===== config.mk =====
export PLATFORM = sky130hd
export DESIGN_NAME = itab_core
export DESIGN_NICKNAME = d
export VERILOG_FILES = /design/src/itab_pkg.sv /design/src/itab_core.sv
export SDC_FILE = /design/constraint.sdc
export NUM_CORES = 1
export LEC_CHECK = 0
export BUFFER_PORTS_ARGS = -buffer_cell sky130_fd_sc_hd__buf_2
export CAP_MARGIN = 25
export CORE_UTILIZATION = 46
export CTS_BUF_LIST = sky130_fd_sc_hd__clkbuf_4 sky130_fd_sc_hd__clkbuf_8
export DETAILED_ROUTE_END_ITERATION = 8
export PLACE_DENSITY_LB_ADDON = 0.12
export SYNTH_ARGS = -nofsm -noshare
export SYNTH_HDL_FRONTEND = slang
export SYNTH_SLANG_ARGS = --single-unit

===== constraint.sdc =====
create_clock -name i_clk -period 2.96 [get_ports i_clk]
set_input_delay 0.148 -clock i_clk [delete_from_list [all_inputs] [get_ports i_clk]]
set_output_delay 0.148 -clock i_clk [all_outputs]
set_load 0.1 [all_outputs]

===== src/itab_pkg.sv =====
package itab_pkg;
  // Byte offsets on the register bus
  localparam logic [7:0] OFS_LVL_A = 8'h00;
  localparam logic [7:0] OFS_LVL_B = 8'h04;
  localparam logic [7:0] OFS_LVL_C = 8'h08;
  localparam logic [7:0] OFS_BRK_CTRL = 8'h0C;
  localparam logic [7:0] OFS_BRK_UPPER = 8'h10;
  localparam logic [7:0] OFS_BRK_MID = 8'h14;
  localparam logic [7:0] OFS_BRK_LOWER = 8'h18;
  localparam logic [7:0] OFS_SENSE_HI = 8'h1C;
  localparam logic [7:0] OFS_SENSE_LO = 8'h20;
  localparam logic [7:0] OFS_PIN_EN = 8'h24;
  localparam logic [7:0] OFS_PIN_FLAG = 8'h28;
  localparam logic [7:0] OFS_PORT_SEL = 8'h2C;
  localparam logic [7:0] OFS_SYS_CTRL = 8'h30;
  // Implemented bits of the priority registers
  localparam logic [7:0] LVL_A_MASK = 8'hFB;
  localparam logic [7:0] LVL_B_MASK = 8'h6C;
  localparam logic [7:0] LVL_C_MASK = 8'h81;
  localparam logic [7:0] LVL_RESET = 8'h00;
  // Field positions
  localparam int BRK_FLAG_BIT = 7;
  localparam int BRK_EN_BIT = 0;
  localparam int MODE_LSB = 4;
  localparam int NMI_RISE_BIT = 0;
  localparam int CCR_I_BIT = 7;
  localparam int CCR_UI_BIT = 6;
  // Vector numbers
  localparam logic [7:0] VEC_NMI = 8'h07;
  localparam logic [7:0] VEC_TRAP_BASE = 8'h08;
  localparam logic [7:0] VEC_PIN_BASE = 8'h10;
  localparam logic [7:0] VEC_PERIPH_BASE = 8'h18;
  localparam logic [7:0] VEC_BREAK = 8'h20;
  localparam int NSRC = 17;
  localparam int SRC_BREAK = 16;
  // Peripheral request positions
  localparam int PER_WATCHDOG = 0;
  localparam int PER_REFRESH = 1;
  localparam int PER_SUSPEND = 2;
  localparam int PER_DMA = 3;
  localparam int PER_TIMER0 = 4;
  localparam int PER_TIMER1 = 5;
  localparam int PER_SERIAL = 6;
  localparam int PER_USB = 7;
  // Sense encodings
  localparam logic [1:0] SENSE_LOW = 2'h0;
  localparam logic [1:0] SENSE_FALL = 2'h1;
  localparam logic [1:0] SENSE_RISE = 2'h2;
  localparam logic [1:0] SENSE_BOTH = 2'h3;
  localparam logic [23:0] STACK_STEP = 24'h000004;

  typedef enum logic [1:0] {
    SEQ_IDLE = 2'b00,
    SEQ_PUSH = 2'b01,
    SEQ_FETCH = 2'b10
  } itab_seq_e;

  typedef struct packed {
    logic boundary;
    logic trap_exec;
    logic [1:0] trap_num;
    logic [23:0] pc;
    logic [7:0] condition_code_register;
    logic [23:0] sp;
    logic prefetch;
    logic [23:0] prefetch_addr;
  } itab_cpu_in_s;

  typedef struct packed {
    logic pc_load;
    logic [23:0] new_pc;
    logic [7:0] new_ccr;
    logic [23:0] new_sp;
    logic [7:0] vec;
  } itab_cpu_out_s;

  typedef struct packed {
    logic req;
    logic we;
    logic [23:0] addr;
    logic [31:0] wdata;
  } itab_mem_s;
endpackage : itab_pkg


===== src/itab_core.sv =====
// What this block does
// Trap instruction starts exception processing at any time during execution.
// Entry pushes PC and CONDITION_CODE_REGISTER, then loads handler address from vector table.
// Trap selects vector entry 0 to 3 from the instruction's number.
// After entry I is set; UI kept in mode 0, set in mode 1.
// Word and longword accesses force the lowest address bit to zero.
// Software keeps the stack pointer even and stacks only words or longs.
// Two control modes selected by a two-bit field in system control.
// Priority bit clear gives level 0, set gives level 1; reset zero.
// Nonmaskable request has top priority, always taken, ignores priority bits.
// Nonmaskable input detects rising or falling edge as selected.
// Eight maskable pins each detect falling, rising, both edges or level.
// Each maskable request comes from its primary or alternate pin.
// Every source owns a distinct vector address.
// Priority bits map to sources per the fixed three-register table.
// Software writes zero to unassigned priority bits.
// Address break requested only while match flag and break enable are 1.
// Match flag sets when break address is prefetched with enable 1.
// Match flag clears when address break exception processing runs.
// Break control bits 6 to 1 read zero and ignore writes.
// Break control bit 0 enables breaks; resets to zero.
// Break compare uses address bits 23 to 1; stored bit 0 reads zero.
// Sense field: 00 low level, 01 falling, 10 rising, 11 both edges.
// A maskable pin request is enabled only while its enable bit is 1.
// Equal-level pending requests are chosen lowest vector number first.
//
// The address map and register access over APB were decided locally.
`timescale 1ns/1ns
`default_nettype none
module itab_core (
  input wire logic i_clk,
  input wire logic i_srst,
  input wire logic i_psel,
  input wire logic i_penable,
  input wire logic i_pwrite,
  input wire logic [31:0] i_paddr,
  input wire logic [31:0] i_pwdata,
  output logic [31:0] o_prdata,
  output logic o_pready,
  output logic o_pslverr,
  input wire logic i_nmi,
  input wire logic [7:0] i_pin,
  input wire logic [7:0] i_pin_alt,
  input wire logic [7:0] i_periph_req,
  input wire itab_pkg::itab_cpu_in_s i_cpu,
  output itab_pkg::itab_cpu_out_s o_cpu,
  output logic o_busy,
  output logic o_irq_pend,
  output logic o_break_req,
  output itab_pkg::itab_mem_s o_mem,
  input wire logic i_mem_ack,
  input wire logic [31:0] i_mem_rdata
);
  typedef struct packed {
    logic [7:0] lvl_a;
    logic [7:0] lvl_b;
    logic [7:0] lvl_c;
    logic brk_en;
    logic match_flag;
    logic [23:1] brk_addr;
    logic [15:0] sense;
    logic [7:0] pin_en;
    logic [7:0] pin_flag;
    logic [7:0] port_sel;
    logic [1:0] mode;
    logic nmi_rise;
    logic [7:0] pin_prev;
    logic nmi_prev;
    logic nmi_flag;
    logic trap_pend;
    logic [1:0] trap_num;
    itab_pkg::itab_seq_e st;
    logic [7:0] ccr_save;
    logic [23:0] pc_save;
    itab_pkg::itab_cpu_out_s cpu;
    itab_pkg::itab_mem_s mem;
    logic [31:0] prdata;
    logic slverr;
  } itab_state_s;

  itab_state_s q;
  itab_state_s d;

  function automatic logic pin_event(input logic [1:0] sense, input logic prev,
                                     input logic now);
    case (sense)
      itab_pkg::SENSE_LOW: pin_event = ~now;
      itab_pkg::SENSE_FALL: pin_event = prev & ~now;
      itab_pkg::SENSE_RISE: pin_event = ~prev & now;
      default: pin_event = prev ^ now;
    endcase
  endfunction : pin_event

  function automatic logic [23:0] align_addr(input logic [23:0] a);
    align_addr = {a[23:1], 1'b0};
  endfunction : align_addr

  function automatic logic [7:0] src_vec(input int k);
    if (k < 8) begin
      src_vec = itab_pkg::VEC_PIN_BASE + 8'(k);
    end else if (k < itab_pkg::SRC_BREAK) begin
      src_vec = itab_pkg::VEC_PERIPH_BASE + 8'(k - 8);
    end else begin
      src_vec = itab_pkg::VEC_BREAK;
    end
  endfunction : src_vec

  logic [7:0] pin_now;
  logic [7:0] pin_hit;
  logic [itab_pkg::NSRC-1:0] src_req;
  logic [itab_pkg::NSRC-1:0] src_lvl;
  logic nmi_edge;
  logic mode1;
  logic ccr_i;
  logic ccr_ui;
  logic sel_valid;
  logic [4:0] sel_idx;
  logic [7:0] sel_vec;
  logic take_irq;
  logic take_trap;
  logic brk_hit;
  logic hit;
  logic wr;

  always_comb begin
    for (int k = 0; k < 8; k++) begin
      pin_now[k] = q.port_sel[k] ? i_pin_alt[k] : i_pin[k];
      pin_hit[k] = pin_event(q.sense[2*k +: 2], q.pin_prev[k], pin_now[k]);
    end
  end

  assign nmi_edge = q.nmi_rise ? (~q.nmi_prev & i_nmi) : (q.nmi_prev & ~i_nmi);
  assign mode1 = q.mode[1];
  assign ccr_i = i_cpu.condition_code_register[itab_pkg::CCR_I_BIT];
  assign ccr_ui = i_cpu.condition_code_register[itab_pkg::CCR_UI_BIT];
  assign brk_hit = q.brk_en & i_cpu.prefetch & (i_cpu.prefetch_addr[23:1] == q.brk_addr);

  always_comb begin
    src_req = '0;
    src_req[7:0] = q.pin_flag & q.pin_en;
    src_req[15:8] = i_periph_req;
    src_req[itab_pkg::SRC_BREAK] = q.match_flag & q.brk_en;
    src_lvl = '0;
    src_lvl[0] = q.lvl_a[7];
    src_lvl[1] = q.lvl_a[6];
    src_lvl[3:2] = {2{q.lvl_a[5]}};
    src_lvl[5:4] = {2{q.lvl_a[4]}};
    src_lvl[7:6] = {2{q.lvl_a[3]}};
    src_lvl[8 + itab_pkg::PER_WATCHDOG] = q.lvl_a[1];
    src_lvl[8 + itab_pkg::PER_REFRESH] = q.lvl_a[0];
    src_lvl[8 + itab_pkg::PER_SUSPEND] = q.lvl_b[6];
    src_lvl[8 + itab_pkg::PER_DMA] = q.lvl_b[5];
    src_lvl[8 + itab_pkg::PER_TIMER0] = q.lvl_b[3];
    src_lvl[8 + itab_pkg::PER_TIMER1] = q.lvl_b[2];
    src_lvl[8 + itab_pkg::PER_SERIAL] = q.lvl_c[7];
    src_lvl[8 + itab_pkg::PER_USB] = q.lvl_c[0];
  end

  // Level 1 first, then level 0, lowest index within a level
  always_comb begin
    logic ok1;
    logic ok0;
    ok1 = mode1 ? ~ccr_i : ~ccr_i;
    ok0 = mode1 ? (~ccr_i & ~ccr_ui) : ~ccr_i;
    sel_valid = 1'b0;
    sel_idx = 5'h00;
    sel_vec = 8'h00;
    if (q.nmi_flag) begin
      sel_valid = 1'b1;
      sel_idx = 5'h1F;
      sel_vec = itab_pkg::VEC_NMI;
    end else begin
      for (int k = itab_pkg::NSRC - 1; k >= 0; k--) begin
        if (ok0 && src_req[k] && !src_lvl[k]) begin
          sel_valid = 1'b1;
          sel_idx = 5'(k);
          sel_vec = src_vec(k);
        end
      end
      for (int k = itab_pkg::NSRC - 1; k >= 0; k--) begin
        if (ok1 && src_req[k] && src_lvl[k]) begin
          sel_valid = 1'b1;
          sel_idx = 5'(k);
          sel_vec = src_vec(k);
        end
      end
    end
  end

  assign take_irq = (q.st == itab_pkg::SEQ_IDLE) & i_cpu.boundary & sel_valid;
  assign take_trap = (q.st == itab_pkg::SEQ_IDLE) & ~take_irq & (i_cpu.trap_exec | q.trap_pend);

  always_comb begin
    hit = (i_paddr[31:8] == 24'h000000) && (i_paddr[1:0] == 2'h0);
    case (i_paddr[7:0])
      itab_pkg::OFS_LVL_A, itab_pkg::OFS_LVL_B, itab_pkg::OFS_LVL_C,
      itab_pkg::OFS_BRK_CTRL, itab_pkg::OFS_BRK_UPPER, itab_pkg::OFS_BRK_MID,
      itab_pkg::OFS_BRK_LOWER, itab_pkg::OFS_SENSE_HI, itab_pkg::OFS_SENSE_LO,
      itab_pkg::OFS_PIN_EN, itab_pkg::OFS_PIN_FLAG, itab_pkg::OFS_PORT_SEL,
      itab_pkg::OFS_SYS_CTRL: hit = hit;
      default: hit = 1'b0;
    endcase
  end

  assign wr = i_psel & i_penable & i_pwrite & hit;

  always_comb begin
    logic [7:0] wb;
    logic [7:0] pin_clr;
    logic [7:0] pin_set;
    logic clr_match;
    logic clr_nmi;
    wb = i_pwdata[7:0];
    pin_clr = 8'h00;
    pin_set = 8'h00;
    clr_match = 1'b0;
    clr_nmi = 1'b0;
    d = q;
    d.cpu.pc_load = 1'b0;
    d.pin_prev = pin_now;
    d.nmi_prev = i_nmi;
    // Register writes take effect in the access phase
    if (wr) begin
      case (i_paddr[7:0])
        itab_pkg::OFS_LVL_A: d.lvl_a = wb & itab_pkg::LVL_A_MASK;
        itab_pkg::OFS_LVL_B: d.lvl_b = wb & itab_pkg::LVL_B_MASK;
        itab_pkg::OFS_LVL_C: d.lvl_c = wb & itab_pkg::LVL_C_MASK;
        itab_pkg::OFS_BRK_CTRL: begin
          d.brk_en = wb[itab_pkg::BRK_EN_BIT];
          clr_match = ~wb[itab_pkg::BRK_FLAG_BIT];
        end
        itab_pkg::OFS_BRK_UPPER: d.brk_addr[23:16] = wb;
        itab_pkg::OFS_BRK_MID: d.brk_addr[15:8] = wb;
        itab_pkg::OFS_BRK_LOWER: d.brk_addr[7:1] = wb[7:1];
        itab_pkg::OFS_SENSE_HI: d.sense[15:8] = wb;
        itab_pkg::OFS_SENSE_LO: d.sense[7:0] = wb;
        itab_pkg::OFS_PIN_EN: d.pin_en = wb;
        itab_pkg::OFS_PIN_FLAG: pin_clr = ~wb;
        itab_pkg::OFS_PORT_SEL: d.port_sel = wb;
        itab_pkg::OFS_SYS_CTRL: begin
          d.mode = i_pwdata[itab_pkg::MODE_LSB +: 2];
          d.nmi_rise = wb[itab_pkg::NMI_RISE_BIT];
        end
        default: d.mode = q.mode;
      endcase
    end
    // Read data captured in the setup phase
    if (i_psel && !i_penable) begin
      d.slverr = ~hit;
      d.prdata = 32'h00000000;
      if (hit) begin
        case (i_paddr[7:0])
          itab_pkg::OFS_LVL_A: d.prdata[7:0] = q.lvl_a;
          itab_pkg::OFS_LVL_B: d.prdata[7:0] = q.lvl_b;
          itab_pkg::OFS_LVL_C: d.prdata[7:0] = q.lvl_c;
          itab_pkg::OFS_BRK_CTRL: d.prdata[7:0] = {q.match_flag, 6'h00, q.brk_en};
          itab_pkg::OFS_BRK_UPPER: d.prdata[7:0] = q.brk_addr[23:16];
          itab_pkg::OFS_BRK_MID: d.prdata[7:0] = q.brk_addr[15:8];
          itab_pkg::OFS_BRK_LOWER: d.prdata[7:0] = {q.brk_addr[7:1], 1'b0};
          itab_pkg::OFS_SENSE_HI: d.prdata[7:0] = q.sense[15:8];
          itab_pkg::OFS_SENSE_LO: d.prdata[7:0] = q.sense[7:0];
          itab_pkg::OFS_PIN_EN: d.prdata[7:0] = q.pin_en;
          itab_pkg::OFS_PIN_FLAG: d.prdata[7:0] = q.pin_flag;
          itab_pkg::OFS_PORT_SEL: d.prdata[7:0] = q.port_sel;
          default: d.prdata[7:0] = {2'h0, q.mode, 3'h0, q.nmi_rise};
        endcase
      end
    end
    // Service start clears the source flag of an edge request
    if (take_irq) begin
      if (q.nmi_flag) begin
        clr_nmi = 1'b1;
      end else if (sel_idx == 5'(itab_pkg::SRC_BREAK)) begin
        clr_match = 1'b1;
      end else if (sel_idx < 5'h08) begin
        pin_clr[sel_idx[2:0]] = 1'b1;
      end
    end
    for (int k = 0; k < 8; k++) begin
      if (q.sense[2*k +: 2] == itab_pkg::SENSE_LOW) begin
        pin_set[k] = pin_hit[k];
        pin_clr[k] = pin_clr[k] | ~pin_hit[k];
      end else begin
        pin_set[k] = pin_hit[k];
      end
    end
    // Set wins over clear
    d.pin_flag = (q.pin_flag & ~pin_clr) | pin_set;
    d.match_flag = (q.match_flag & ~clr_match) | brk_hit;
    d.nmi_flag = (q.nmi_flag & ~clr_nmi) | nmi_edge;
    if (i_cpu.trap_exec && !take_trap) begin
      d.trap_pend = 1'b1;
      d.trap_num = i_cpu.trap_num;
    end
    case (q.st)
      itab_pkg::SEQ_IDLE: begin
        if (take_irq || take_trap) begin
          d.st = itab_pkg::SEQ_PUSH;
          d.ccr_save = i_cpu.condition_code_register;
          d.pc_save = i_cpu.pc;
          d.mem.req = 1'b1;
          d.mem.we = 1'b1;
          d.mem.addr = align_addr(i_cpu.sp - itab_pkg::STACK_STEP);
          d.mem.wdata = {i_cpu.condition_code_register, i_cpu.pc};
          d.cpu.new_sp = align_addr(i_cpu.sp - itab_pkg::STACK_STEP);
          if (take_irq) begin
            d.cpu.vec = sel_vec;
          end else begin
            d.trap_pend = 1'b0;
            d.cpu.vec = itab_pkg::VEC_TRAP_BASE + {6'h00,
                        (q.trap_pend ? q.trap_num : i_cpu.trap_num)};
          end
        end
      end
      itab_pkg::SEQ_PUSH: begin
        if (i_mem_ack) begin
          d.st = itab_pkg::SEQ_FETCH;
          d.mem.we = 1'b0;
          d.mem.addr = align_addr({14'h0000, q.cpu.vec, 2'h0});
        end
      end
      itab_pkg::SEQ_FETCH: begin
        if (i_mem_ack) begin
          d.st = itab_pkg::SEQ_IDLE;
          d.mem.req = 1'b0;
          d.cpu.pc_load = 1'b1;
          d.cpu.new_pc = i_mem_rdata[23:0];
          d.cpu.new_ccr = q.ccr_save;
          d.cpu.new_ccr[itab_pkg::CCR_I_BIT] = 1'b1;
          d.cpu.new_ccr[itab_pkg::CCR_UI_BIT] = mode1 | q.ccr_save[itab_pkg::CCR_UI_BIT];
        end
      end
      default: d.st = itab_pkg::SEQ_IDLE;
    endcase
  end

  always_ff @(posedge i_clk) begin
    if (i_srst) begin
      q <= '0;
      q.lvl_a <= itab_pkg::LVL_RESET;
      q.lvl_b <= itab_pkg::LVL_RESET;
      q.lvl_c <= itab_pkg::LVL_RESET;
      q.st <= itab_pkg::SEQ_IDLE;
      q.nmi_prev <= 1'b1;
      q.pin_prev <= 8'hFF;
    end else begin
      q <= d;
    end
  end

  assign o_prdata = q.prdata;
  assign o_pready = 1'b1;
  assign o_pslverr = i_psel & i_penable & q.slverr;
  assign o_cpu = q.cpu;
  assign o_mem = q.mem;
  assign o_busy = (q.st != itab_pkg::SEQ_IDLE);
  assign o_irq_pend = sel_valid;
  assign o_break_req = q.match_flag & q.brk_en;
endmodule : itab_core
`default_nettype wire


==> impl_metrics.csv <==
group,metric,value,unit
critical_path,end_kind,"output pin",
placement,gp_congestion,0.928,
logic_synthesis,synth_compound_area_share,20.8,%
global_routing,antenna_found_initial,1,
placement,hpwl,26500,um
timing,finalClockSkew,0.0236,ns
timing,finalCritPeriodShare,95.1,%
critical_path,worstReg2RegStart,"q[221]",
logic_synthesis,ys_async_sr_fraction,0,%
global_routing,grt_pass1_vias,11000,
critical_path,path_buf_inv,1,
critical_path,worst_ep_required_time,2.81,ns
logic_synthesis,netlist_instances,1519,
logic_synthesis,ys.flop_type,"dfxtp_1",
logic_synthesis,synth-edff-count,0,
critical_path,crit_arrival,2.67,ns
routing,drc,0,
clocking,clock_sinks,224,
timing,hold_viol_final,0,
clocking,clk_pin_slew_worst_paths,0.06,ns
global_routing,track_usage,28.2,%
floorplan,die_area,0.0263,mm2
logic_synthesis,ys_warn_count,0,
critical_path,max_stage_delay,0.41,ns
timing,final_max_slew_viol_count,0,
cells_and_area,area_delta_synth_final,23.2,%
logic_synthesis,synth_top_family_by_area,"simple AND/OR/NAND/NOR gates",
timing,setup_ws,0.144,ns
floorplan,num_rows,58,
critical_path,critical_path.cell_chain,"a22oi_1, o22ai_1, nor4_2, nand2_1, or2_2, buf_4",
cells_and_area,fin_nets,2009,
logic_synthesis,yosysUniqueCellTypes,70,
logic_synthesis,synthAdderAreaFrac,1.80,%
logic_synthesis,ys_ff_latch,224,
cells_and_area,multiInputGateArea,0.00582,mm2
logic_synthesis,synthSimpleGateAreaFrac,21.1,%
run_status,status,"completed",
logic_synthesis,syn_area,0.0118,mm2
floorplan,die_h,162,um
floorplan,ios,372,
clocking,cts_max_level,2,
timing,min_period,2.82,ns
cells_and_area,final-seq-area,0.00449,mm2
min_path,whs_path_depth,3,
critical_path,worstRegToRegCells,8,
clocking,insertion_delay,0.55,ns
clocking,max-clock-path-buffers,3,
global_routing,overflow,0,
logic_synthesis,seq_area_frac_synth,38.0,%
logic_synthesis,synth-xor-area-share,3.04,%
clocking,cts_root_buffer,"clkbuf_8",
critical_path,r2r-end,"o_mem[40]",
timing,clock.fmax,0.355,GHz
timing,worst_pin_slew,0.936,ns
floorplan,initial_core_util,46.9,%
routing,wirelength,38000,um
timing,whs,0.0276,ns
critical_path,critPathTopFamily,"simple AND/OR/NAND/NOR gates",
pwr,pwr_density_cell,587,mW/mm2
timing,final-setup-viol-count,0,
global_routing,grt_start_max_net_pins,118,
min_path,hp-class,"in2reg",
logic_synthesis,syn_area_per_cell,7.77,um2
routing,ant_nets,0,
cells_and_area,final_common_cell,"buf_2",
cells_and_area,fillCellCount,2393,
timing,slew_headroom,37.6,%
pwr,leakage,5.96,nW
logic_synthesis,synth.mux.area_fraction,1.30,%
routing,drt_iter0_markers,1062,
placement,pre_cts_ws,0.124,ns
min_path,min_from,"i_pwdata[4]",
routing,firstDrtPassIters,6,
global_routing,grt_pass1_wl,59200,um
critical_path,reg2reg_slack,0.21,ns
floorplan,die_x,162,um
clocking,cts_buffers,40,
placement,port_buffers,308,
cells_and_area,final_cell_mix,"306 x buf_2, 221 x dfxtp_1, 219 x nand2_1",
critical_path,worstSetupPathType,"reg2out",
run,timing.max_cap.violations,0,
min_path,hold_end,"q[249]",
critical_path,cp_slowest_cell,"a22oi_1",
pwr,ir_drop,427,uV
clocking,cts_tree,"done",
routing,num_vias,11800,
critical_path,cp-start-kind,"register",
floorplan,core_area,0.0252,mm2
cells_and_area,drive_gt1_share,24.8,%
critical_path,worstPathMaxFanout,5,
routing,vias_per_cell,5.51,
pwr,fin_total_pwr,8.54,mW
routing,wire_per_inst,17.7,um
-- synth_stat cells (24+ instances only) --
master | number | area share [%]
dfxtp_1 | 224 | 38
o21ai_0 | 87 | 3.7
clkbuf_1 | 87 | 2.8
nand2_1 | 219 | 7.0
a22oi_1 | 31 | 2.0
xnor2_1 | 27 | 2.0
buf_4 | 156 | 9.9
a21oi_1 | 194 | 8.2
nand3_1 | 158 | 6.7
nor2_1 | 57 | 1.8
inv_1 | 24 | 0.76
-- report_power, final --
group / leakage, nW / switching, mW / internal, mW / total, mW
combinational: 3.66 / 1.72 / 0.474 / 2.19
sequential: 1.83 / 0.0973 / 3.17 / 3.27
clock: 0.473 / 1.28 / 1.80 / 3.08
total: 5.96 / 3.09 / 5.45 / 8.54
-- area by class of cell --
class                      instances  share of cell area [%]
tap                              330                    2.84
sequential                       224                    30.9
multi-input combinational       1045                    40.0
clock buffer                      70                    5.85
clock inverter                     4                   0.163
antenna                            1                  0.0172
timing repair buffer             444                    19.7
inverter                          25                   0.645
-- logic make-up (layout without fill, tap and decap cells) --
family,after synthesis,in the layout
AND/OR/NAND/NOR,533,533
AO/OA/AOI/OAI,410,410
buffers and inverters,277,543
flip-flops,224,224
XOR/XNOR,41,41
adder cells (fa/ha/maj),17,17
multiplexers,15,15
other,2,30
-- sequential cells by signal, summed over array words and instances, names as in the netlist --
| signal | count |
|---|---|
| o_prdata | 8 |
| q | 127 |
| o_mem | 26 |
| o_cpu | 62 |
| mode1 | 1 |
-- worst reg2reg max path, stage by stage (launching register included) --
cell     delay (ns)
dfxtp_1        0.37
a22oi_1        0.41
o22ai_1        0.24
nor4_2         0.40
nand2_1        0.17
o211a_2        0.45
buf_4          0.24
o21ai_0        0.23
a21oi_1        0.11
-- routing by layer --
layer  track usage [%]  wire, um  part of all wire [%]
met4              11.6      1240                   3.3
met5                 0         0                     0
met3              3.78      2590                   6.8
met1              35.9     15800                    42
met2              48.0     18400                    48
-- per-stage QoR --
step           setup TNS [ns]  area [um2]  instances  util [%]
2_1_floorplan               0       11900       1546         -
3_3_place_gp                0       12700       1978      50.6
3_5_place_dp                0       12700       1978      50.6
4_1_cts                     0       14500       2142      57.7
5_1_grt               -0.0238       14500       2143      57.8
6_report                    0       14500       2143      57.8
-- repair_timing --
| item | CTS | global route |
|---|---|---|
| setup endpoints to repair | 1 | 55 |
| gates cloned | 0 | 0 |
| resized for setup | 2 | 5 |
| endpoints found under the hold margin | 99 | 0 |
| pin swaps | 0 | 0 |
| setup buffers | 0 | 0 |
| hold buffers | 90 | 0 |
-- worst max path at each step --
stage                          start    endpoint  slack [ns]  cells past startpoint
after floorplan           i_paddr[1]      q[221]        0.49                      7
after global placement        q[284]   o_mem[42]        0.15                     10
after detailed placement      q[284]   o_mem[40]        0.12                     10
after CTS                     q[284]  o_irq_pend        0.03                      8
after global routing          q[284]  o_irq_pend       -0.02                      8
final                         q[221]  o_irq_pend        0.14                      6
Note: power is estimated with default switching activity, not from simulation.
